$ cat src/hdl/nibble_pkg.sv
// shared constants for the rotate / subtract / return datapath
package nibble_pkg;
   localparam int NIB_W  = 4;
   localparam int ADDR_W = 7;
   localparam int PC_W   = 11;
   localparam int WSEL_W = 4;
   localparam int INSTR_W = 16;

   // opcode prefixes, left aligned in the instruction word
   localparam logic [8:0] OP_ROTATE_RIGHT = 9'h09b;  // 0100_1101_1
   localparam logic [8:0] OP_SUB_MEM      = 9'h014;  // 0000_1010_0
   localparam logic [8:0] OP_SUB_MEM_ST   = 9'h016;  // 0000_1011_0
   localparam logic [7:0] OP_SUB_IMM      = 8'h0e;   // 0000_1110
   localparam logic [7:0] OP_SUB_IMM_ST   = 8'h0f;   // 0000_1111
   localparam logic [6:0] OP_RETURN       = 7'h01;   // 0000_001

   // field positions
   localparam int IMM_LSB  = 4;
   localparam int WSEL_LSB = 0;

   // reset values
   localparam logic [3:0]  ACC_RST   = 4'h0;
   localparam logic        CARRY_RST = 1'b0;
   localparam logic        ZERO_RST  = 1'b0;
   localparam logic [10:0] PC_RST    = 11'h000;
   localparam logic [6:0]  ADDR_RST  = 7'h00;
   localparam logic [3:0]  WSEL_RST  = 4'h0;

   typedef enum logic [1:0] {
      ALU_ROTATE = 2'b00,
      ALU_SUB    = 2'b01
   } alu_op_t;
endpackage

$ cat src/hdl/alu_if.sv
// operand / result bundle between the datapath and its nibble alu
`timescale 1ns/100ps
interface alu_if;
   import nibble_pkg::*;
   alu_op_t    op;
   logic [3:0] lhs;
   logic [3:0] rhs;
   logic       cin;
   logic [3:0] res;
   logic       cout;
   logic       zero;
   modport core (output op, lhs, rhs, cin, input res, cout, zero);
   modport unit (input op, lhs, rhs, cin, output res, cout, zero);
endinterface

$ cat src/hdl/nibble_exec.sv
// execution datapath for rotate right, return and subtract-with-borrow
// Function
// - rotate right: carry into bit 3, bit 0 out
// - rotate decode, one cycle, memory and accumulator
// - return reloads 11-bit counter from stack top
// - memory minus accumulator minus carry, accumulator only
// - register minus immediate minus carry, accumulator only
// - memory subtract result to accumulator and memory
// - register subtract result to accumulator and register
`timescale 1ns/100ps
module nibble_exec (
   // clock and reset
   input  wire logic                       sys_clk,
   input  wire logic                       sys_rst,
   // instruction from decoder
   input  wire logic                       instr_valid,
   input  wire logic [nibble_pkg::INSTR_W-1:0] instr,
   // operands fetched for this instruction
   input  wire logic [nibble_pkg::NIB_W-1:0]  mem_rdata,
   input  wire logic [nibble_pkg::NIB_W-1:0]  wreg_rdata,
   input  wire logic [nibble_pkg::PC_W-1:0]   stack_top,
   // data memory write
   output logic                            mem_we_r,
   output logic [nibble_pkg::ADDR_W-1:0]   mem_addr_r,
   output logic [nibble_pkg::NIB_W-1:0]    mem_wdata_r,
   // working register write
   output logic                            wreg_we_r,
   output logic [nibble_pkg::WSEL_W-1:0]   wreg_sel_r,
   output logic [nibble_pkg::NIB_W-1:0]    wreg_wdata_r,
   // program counter load and stack pop
   output logic                            pc_load_r,
   output logic [nibble_pkg::PC_W-1:0]     pc_value_r,
   // architectural state
   output logic [nibble_pkg::NIB_W-1:0]    result_nibble_register_r,
   output logic                            carry_bit_r,
   output logic                            zero_bit_r
);
   import nibble_pkg::*;

   // word layout handled here, bit 15 first:
   //   rotate right      9-bit prefix, then a 7-bit memory address
   //   subtract memory   9-bit prefix, then a 7-bit memory address
   //   subtract store    9-bit prefix, then a 7-bit memory address
   //   subtract register 8-bit prefix, immediate [7:4], select [3:0]
   //   subtract reg st   8-bit prefix, immediate [7:4], select [3:0]
   //   return            7-bit prefix, the low bits are ignored
   // any other word, or a word without instr_valid, leaves all state
   // as it was and raises no strobe.
   //
   // the environment answers reads in the same cycle, so every form
   // here retires in one clock; a store is presented one cycle late,
   // and the environment must forward a pending store to a read of
   // the same location in that cycle.

   alu_if au ();

   nibble_alu u_alu (
      .a (au.unit)
   );

   // prefix match of width n against the top of the instruction
   function automatic logic match(input logic [15:0] word,
                                  input logic [8:0]  pfx,
                                  input int          n);
      logic [8:0] top;
      top = 9'(word >> (16 - n));
      return top == (pfx & 9'((1 << n) - 1));
   endfunction

   logic is_rot;
   logic is_sub_m;
   logic is_sub_ms;
   logic is_sub_i;
   logic is_sub_is;
   logic is_ret;

   // decode; only one prefix can hit for any word
   always_comb begin
      is_rot    = instr_valid && match(instr, OP_ROTATE_RIGHT, 9);
      is_sub_m  = instr_valid && match(instr, OP_SUB_MEM, 9);
      is_sub_ms = instr_valid && match(instr, OP_SUB_MEM_ST, 9);
      is_sub_i  = instr_valid && match(instr, {1'b0, OP_SUB_IMM}, 8);
      is_sub_is = instr_valid && match(instr, {1'b0, OP_SUB_IMM_ST}, 8);
      is_ret    = instr_valid && match(instr, {2'b00, OP_RETURN}, 7);
   end

   // operand steering into the alu
   always_comb begin
      au.op  = is_rot ? ALU_ROTATE : ALU_SUB;
      au.cin = carry_bit_r;
      au.lhs = mem_rdata;
      au.rhs = result_nibble_register_r;
      if (is_sub_i || is_sub_is) begin
         au.lhs = wreg_rdata;
         au.rhs = instr[IMM_LSB +: NIB_W];
      end
   end

   logic              alu_hit;
   logic              store_mem;
   logic              store_wreg;

   // instruction class, shared by the memory, register and state groups below
   always_comb begin
      alu_hit    = is_rot | is_sub_m | is_sub_ms | is_sub_i | is_sub_is;
      store_mem  = is_rot | is_sub_ms;
      store_wreg = is_sub_is;
   end

   logic              mem_we_nxt;
   logic [ADDR_W-1:0] mem_addr_nxt;
   logic [NIB_W-1:0]  mem_wdata_nxt;

   // memory port: address and data hold after the pulse, which
   // lets the environment forward a store that has not landed yet
   always_comb begin
      mem_we_nxt    = store_mem;
      mem_addr_nxt  = mem_addr_r;
      mem_wdata_nxt = mem_wdata_r;
      if (alu_hit) begin
         mem_addr_nxt  = instr[ADDR_W-1:0];
         mem_wdata_nxt = au.res;
      end
   end

   // memory port registers; the strobe is a one-cycle pulse
   always_ff @(posedge sys_clk or posedge sys_rst) begin
      if (sys_rst) begin
         mem_we_r    <= 1'b0;
         mem_addr_r  <= ADDR_RST;
         mem_wdata_r <= ACC_RST;
      end else begin
         mem_we_r    <= mem_we_nxt;
         mem_addr_r  <= mem_addr_nxt;
         mem_wdata_r <= mem_wdata_nxt;
      end
   end

   logic              wreg_we_nxt;
   logic [WSEL_W-1:0] wreg_sel_nxt;
   logic [NIB_W-1:0]  wreg_wdata_nxt;

   // working register port: only the store form raises the strobe
   always_comb begin
      wreg_we_nxt    = store_wreg;
      wreg_sel_nxt   = wreg_sel_r;
      wreg_wdata_nxt = wreg_wdata_r;
      if (alu_hit) begin
         wreg_sel_nxt   = instr[WSEL_LSB +: WSEL_W];
         wreg_wdata_nxt = au.res;
      end
   end

   // working register port registers
   always_ff @(posedge sys_clk or posedge sys_rst) begin
      if (sys_rst) begin
         wreg_we_r    <= 1'b0;
         wreg_sel_r   <= WSEL_RST;
         wreg_wdata_r <= ACC_RST;
      end else begin
         wreg_we_r    <= wreg_we_nxt;
         wreg_sel_r   <= wreg_sel_nxt;
         wreg_wdata_r <= wreg_wdata_nxt;
      end
   end

   logic              pc_load_nxt;
   logic [PC_W-1:0]   pc_value_nxt;

   // program counter: the stack top is taken as it stands in the
   // return cycle; the pop itself is left to the environment
   always_comb begin
      pc_load_nxt  = is_ret;
      pc_value_nxt = pc_value_r;
      if (is_ret) begin
         pc_value_nxt = stack_top;
      end
   end

   // program counter load registers
   always_ff @(posedge sys_clk or posedge sys_rst) begin
      if (sys_rst) begin
         pc_load_r  <= 1'b0;
         pc_value_r <= PC_RST;
      end else begin
         pc_load_r  <= pc_load_nxt;
         pc_value_r <= pc_value_nxt;
      end
   end

   logic [NIB_W-1:0]  acc_nxt;
   logic              carry_nxt;
   logic              zero_nxt;

   // architectural state: all alu forms land in the accumulator and
   // both flags; a return or a refused word holds them
   always_comb begin
      acc_nxt   = result_nibble_register_r;
      carry_nxt = carry_bit_r;
      zero_nxt  = zero_bit_r;
      if (alu_hit) begin
         acc_nxt   = au.res;
         carry_nxt = au.cout;
         zero_nxt  = au.zero;
      end
   end

   // architectural state registers
   always_ff @(posedge sys_clk or posedge sys_rst) begin
      if (sys_rst) begin
         result_nibble_register_r <= ACC_RST;
         carry_bit_r              <= CARRY_RST;
         zero_bit_r               <= ZERO_RST;
      end else begin
         result_nibble_register_r <= acc_nxt;
         carry_bit_r              <= carry_nxt;
         zero_bit_r               <= zero_nxt;
      end
   end
endmodule

$ cat src/hdl/nibble_alu.sv
// combinational nibble alu: rotate right through carry, subtract with borrow
`timescale 1ns/100ps
module nibble_alu (
   alu_if.unit a
);
   import nibble_pkg::*;

   logic [4:0] diff;

   // borrow convention: cout high when lhs - rhs - cin goes negative
   always_comb begin
      diff   = {1'b0, a.lhs} - {1'b0, a.rhs} - {4'h0, a.cin};
      a.res  = diff[3:0];
      a.cout = diff[4];
      if (a.op == ALU_ROTATE) begin
         a.res  = {a.cin, a.lhs[3:1]};
         a.cout = a.lhs[0];
      end
      a.zero = (a.res == 4'h0);
   end
endmodule

$ cat config.mk
export PLATFORM = sky130hd
export DESIGN_NAME = nibble_exec
export DESIGN_NICKNAME = d
export VERILOG_FILES = /design/src/hdl/nibble_pkg.sv /design/src/hdl/alu_if.sv /design/src/hdl/nibble_exec.sv /design/src/hdl/nibble_alu.sv
export SDC_FILE = /design/constraint.sdc
export NUM_CORES = 1
export LEC_CHECK = 0
export BUFFER_PORTS_ARGS = -buffer_cell sky130_fd_sc_hd__buf_2
export CORE_ASPECT_RATIO = 1.2
export CORE_UTILIZATION = 42
export DETAILED_ROUTE_END_ITERATION = 8
export PLACE_DENSITY = 0.77
export REMOVE_ABC_BUFFERS = 1
export SETUP_SLACK_MARGIN = 0.2
export SYNTH_ARGS = -nofsm -noshare
export SYNTH_HDL_FRONTEND = slang
export SYNTH_HIERARCHICAL = 1
export SYNTH_SLANG_ARGS = --single-unit
$ cat constraint.sdc
create_clock -name sys_clk -period 2 [get_ports sys_clk]
set_input_delay 0.3 -clock sys_clk [delete_from_list [all_inputs] [get_ports sys_clk]]
set_output_delay 0.3 -clock sys_clk [all_outputs]
set_load 0.02 [all_outputs]
---- After elaboration in Yosys (flattened, before gate mapping) ----
Cells that the tools add are included.
cells by class
  equal/unequal tests ..................... 6
  multiplexer cells ....................... 5
  bitwise operators ....................... 5
  $add $sub $neg .......................... 2
  reductions and logical operators ........ 9
operators by type and width
  kind                number
  $eq 9x5->1 const B  2
  $eq 8x4->1 const B  2
  $mux 4              3
  $eq 9x8->1 const B  1
  $eq 7x1->1 const B  1
  $logic_and 1x1->1   6
  $or 1x1->1          5
  $sub 4x4->5         1
  $sub 5x1->5         1
  $logic_not 4->1     1
  $logic_not 2->1     1
  $mux 1              2
  $logic_or 1x1->1    1
storage, ports and cells
  output and inout bits ................... 39
  word-level logic and storage cells ...... 36
  flip-flop bits (word level) ............. 31
  bits of input ports ..................... 38

---- Longest topological paths before layout ----
  depth after elaboration ................. 8
  depth in mapped cells ................... 13

---- Modules after synthesis ----
The synthesis kept the hierarchy.
modules (own cells, without submodules)
  module       area an instance (um^2)  instances  cells an instance  sequential area each (um^2)
  nibble_exec  1341.3                   1          92                 675.6
  nibble_alu   264.0                    1          38                 0.0

---- Least setup slack after synthesis ----
Ideal clock, no wire load.
  path kind ............................... input port to flip-flop
  from .................................... input instr[13] in the netlist's numbering
  to ...................................... register zero_bit_r
  buffers on the path ..................... 0
  library setup time ...................... 0.065 ns
  cell stages on the path ................. 10
  arrival time ............................ 2.801 ns
  required time ........................... 1.935 ns
  path slack .............................. -0.865 ns
  cell sequence ........................... nor4b_4 > and2_4 > nand3_2 > mux2_2 > fa_1 > ha_1 > a211oi_2 > xnor2_1 > a2111oi_2 > mux2_4
between the ends
  cells in the longest elaborated chain, start to end .. 8
RTL lines
  element                                      line                                  source
  start, declared                              nibble_exec.sv:17                     input wire logic [nibble_pkg::INSTR_W-1:0] instr,
  $eq 8x4->1                                   nibble_exec.sv:67                     return top == (pfx & 9'((1 << n) - 1));
  $logic_and 1x1->1, on equally long branches  nibble_exec.sv:82, nibble_exec.sv:83
  $logic_or 1x1->1 *                           nibble_exec.sv:93                     if (is_sub_i || is_sub_is) begin
  $mux 4 *                                     nibble_exec.sv:93
  net au.lhs[0]                                alu_if.sv:6                           logic [3:0] lhs;
  $sub 4x4->5 *                                nibble_alu.sv:12                      diff = {1'b0, a.lhs} - {1'b0, a.rhs} - {4'h0, a.cin};
  $sub 5x1->5 *                                nibble_alu.sv:12
  $mux 4 *                                     nibble_alu.sv:15                      if (a.op == ALU_ROTATE) begin
  $logic_not 4->1 *                            nibble_alu.sv:19                      a.zero = (a.res == 4'h0);
  net au.zero                                  alu_if.sv:11                          logic zero;
  end signal, assigned                         nibble_exec.sv:217                    zero_bit_r <= zero_nxt;
  end, declared                                nibble_exec.sv:36                     output logic zero_bit_r
The timed path passes the listed nets; every way through them passes the cells marked *.
A chain may end at the register's enable or synchronous reset.

---- Final worst setup path ----
  from .................................... input instr[12] in the netlist's numbering
  to ...................................... register zero_bit_r
The elaborated chain is that of the path after synthesis.

==> flow_metrics.py <==
metrics = {
    "synthesis": {
        "async_flop_share_pct": 100,
        "ys.flop_type": "dfrtp_1",
        "synth.most_common_cell": "dfrtp_1",
        "seq_area_frac_synth_pct": 42.1,
        "synthTopCellsByCount": "dfrtp_1 (27), mux2_2 (22), inv_1 (13)",
        "yosysTopAreaCellShare_pct": 42.1,
        "yosys_register_bits": 27,
        "yosysUniqueCellTypes": 33,
        "synthTopCellsByArea": "dfrtp_1 (42%), mux2_2 (15%), mux2_4 (9.4%)",
        "syn_avg_cell_area_um2": 12.3,
        "synth_edf_count": 0,
        "synth_area_leader_cell": "dfrtp_1",
        "netlist_area_um2": 1610,
        "syn_inst": 130,
        "ys_warn_count": 6,
    },
    "power_and_ir_drop": {
        "p_int_mw": 1.05,
        "p_sw_mw": 0.519,
        "pwr-share-comb_pct": 41.2,
        "ir_drop_mv": 0.268,
        "p_leak_nw": 1.24,
        "p_seq_share_pct": 40.0,
        "p_clk_share_pct": 18.8,
        "powerDensity_nw_per_um2": 720,
        "switching_share_pct": 33.0,
    },
    "route": {
        "dr.pass1.iters": 4,
        "via_count": 1238,
        "viasPerCell": 4.64,
        "wl_per_cell_um": 12.5,
        "drc_errors": 0,
        "drt_iter0_drc": 17,
        "drt-total-wl_um": 3330,
        "ant_nets": 0,
    },
    "place": {
        "place_congestion": 0.792,
        "hpwl_um": 2690,
        "numPortBuffers": 76,
        "place_area_um2": 2080,
    },
    "worst_setup_path": {
        "cp_data_arrival_time_ns": 2.81,
        "critPathMaxStageDelay_ns": 0.45,
        "cp-end-kind": "register",
        "critPathSlowestCell": "fa_2",
        "path_class": "primary input to register",
        "crit_path_start_kind": "primary input",
        "required_ns": 2.15,
        "worstPathCellList": "buf_6 -> nor4b_4 -> and2_4 -> nand3_4 -> mux2_4 -> fa_2 -> inv_1 -> fa_2 -> a31oi_1 -> a2111oi_2 -> mux2_4",
        "cp_max_fo": 4,
    },
    "die": {
        "die_w_um": 58.4,
        "io_pins": 77,
        "core_um2": 3630,
        "rows": 24,
        "die-area_um2": 4070,
        "initial_core_util_pct": 44.2,
        "die_h_um": 69.7,
    },
    "clock_network": {
        "htreeDepth": 1,
        "cts_tree": "yes",
        "cts_max_path_buffers": 2,
        "cts_buffers": 3,
        "cts_sinks": 27,
        "clkLatencyLatePin_ns": 0.26,
        "clock-root-buffer": "clkbuf_8",
        "path_clk_slew_ns": 0.09,
    },
    "finish": {
        "utilization_pct": 60.1,
        "antennaDiodeCount": 0,
        "nets": 260,
        "area_growth_pct": 36.1,
        "drive_above_1_share_pct": 67.9,
        "postLayoutCellArea_um2": 2180,
    },
    "sta": {
        "fin_crit_sh_pct": 133,
        "clock-skew-final_ns": 0.00321,
        "max_freq_mhz": 377,
        "fin_crit_ns": 2.65,
        "finalSetupViolCount": 6,
        "worst_slack_ns": -0.653,
        "maxSlewViolCount": 0,
        "rsz0062_at_grt": "true",
        "hold_viol_final": 0,
    },
    "run_status": {
        "outcome": "complete, but fails checks",
        "violations": "negative setup slack",
    },
    "global_routing": {
        "grt_first_pass_wirelength_um": 5610,
        "grt_pass1_vias": 1292,
        "grt_max_degree": 28,
        "grtUsageTotal_pct": 17.5,
        "antenna_found_initial": 0,
        "overflow": 0,
    },
    "job": {
        "cap_violations": 0,
    },
    "min_path": {
        "hold_class": "primary input to asynchronous set/reset pin",
    },
}
-- power groups by stage --
stage / logic, mW / registers [mW] / clock network [mW]
global placement: 0.601 / 0.638 / 0
finish: 0.649 / 0.630 / 0.295
CTS: 0.655 / 0.631 / 0.311
detailed placement: 0.619 / 0.641 / 0
global route: 0.713 / 0.637 / 0.332
floorplan: 0.252 / 0.771 / 0
-- sequential cells by signal, indices dropped and copies added, names as in the netlist --
signal and flops:
carry_bit_r 1, mem_addr_r 7, mem_wdata_r 4, mem_we_r 1, pc_load_r 1, pc_value_r 11, wreg_we_r 1, zero_bit_r 1
-- kinds of logic (layout without fill, tap and decap cells) --
group,after synthesis,count (layout),share of synthesized area [%]
mux,32,32,24.8
buf+inv,29,114,11.1
flops,27,27,42.1
simple gates,20,20,8.18
compound gates,12,12,6.31
fa+ha+maj,6,6,5.61
xor+xnor,3,3,1.64
other cells,1,1,0.234
-- worst max-delay path, delay by kind of cell --
family          cells  cell delay (ns)
compound gates      2             0.27
fa+ha+maj           2             0.84
mux                 2             0.60
buf+inv             2             0.19
simple gates        3             0.61
-- worst paths after layout --
kind                                start             to  slack, ns  cells after the start
max                             instr[12]     zero_bit_r      -0.65                     11
min                               sys_rst  pc_value_r[7]       0.08                      3
max reg2reg                mem_wdata_r[0]     zero_bit_r      -0.23                      8
min reg2reg                 pc_value_r[3]  pc_value_r[3]       0.51                      1
max in group asynchronous         sys_rst  pc_value_r[0]       1.67                      3
min in group sys_clk         stack_top[7]  pc_value_r[7]       0.26                      2
-- timing repair --
item / 4_1_cts / 5_1_grt
gates resized for setup: 13 / 0
hold buffers: 0 / 0
pin swaps: 9 / 4
setup buffers: 0 / 1
endpoints found under the setup margin: 6 / 6
-- layout by cell type (no fill, tap or decap) --
cell type and n:
o21ai_0 1, clkbuf_8 3, nor3_1 1, or2_1 1, nand3_4 1, nand2_1 5
o211a_1 1, a21boi_4 1, clkbuf_1 1, buf_2 74, buf_4 19, buf_12 1
dfrtp_1 27, ha_4 1, buf_6 2, and4b_1 1, mux2_2 20, a21o_2 1
a211oi_2 1, inv_1 12, fa_2 2, o21ai_1 1, and2_4 1, nor2b_1 1
a21oi_1 2, a31oi_1 1, a2111oi_2 1, inv_2 2, nor2_1 5, or3b_1 1
conb_1 1, o21ai_2 1, ha_1 3, mux2_4 12, xnor2_1 3, and4_2 1
nand3_1 1, a21oi_2 1, nor4b_4 1
-- metrics by stage --
| step | total power [mW] | setup slack [ns] | TNS [ns] | hold slack, ns | cells |
|---|---|---|---|---|---|
| detailed placement | 1.26 | -1.07 | -5.18 | 0.374 | 262 |
| finish | 1.57 | -0.653 | -2.82 | 0.0783 | 267 |
| global placement | 1.24 | -0.967 | -4.56 | 0.373 | 262 |
| floorplan | 1.02 | -0.865 | -3.78 | 0.353 | 115 |
| CTS | 1.60 | -0.637 | -2.76 | 0.0782 | 266 |
| global route | 1.68 | -0.727 | -3.39 | 0.116 | 267 |
-- per-layer routing --
layer	global-route usage (%)	vias up	share of wire [%]
met3	2.99	2	6.3
met4	5.03	0	0.27
met2	33.7	50	55
met1	18.8	591	39
met5	0	-	0
li1	-	595	-
-- cell type report --
type | count | area (um^2)
clock buffer | 4 | 45.0
timing repair buffer | 96 | 556
multi-input combinational | 74 | 791
tap | 52 | 65.1
inverter | 14 | 52.6
sequential | 27 | 676
fill | 320 | 1450
Note: power is estimated with default switching activity, not from simulation.
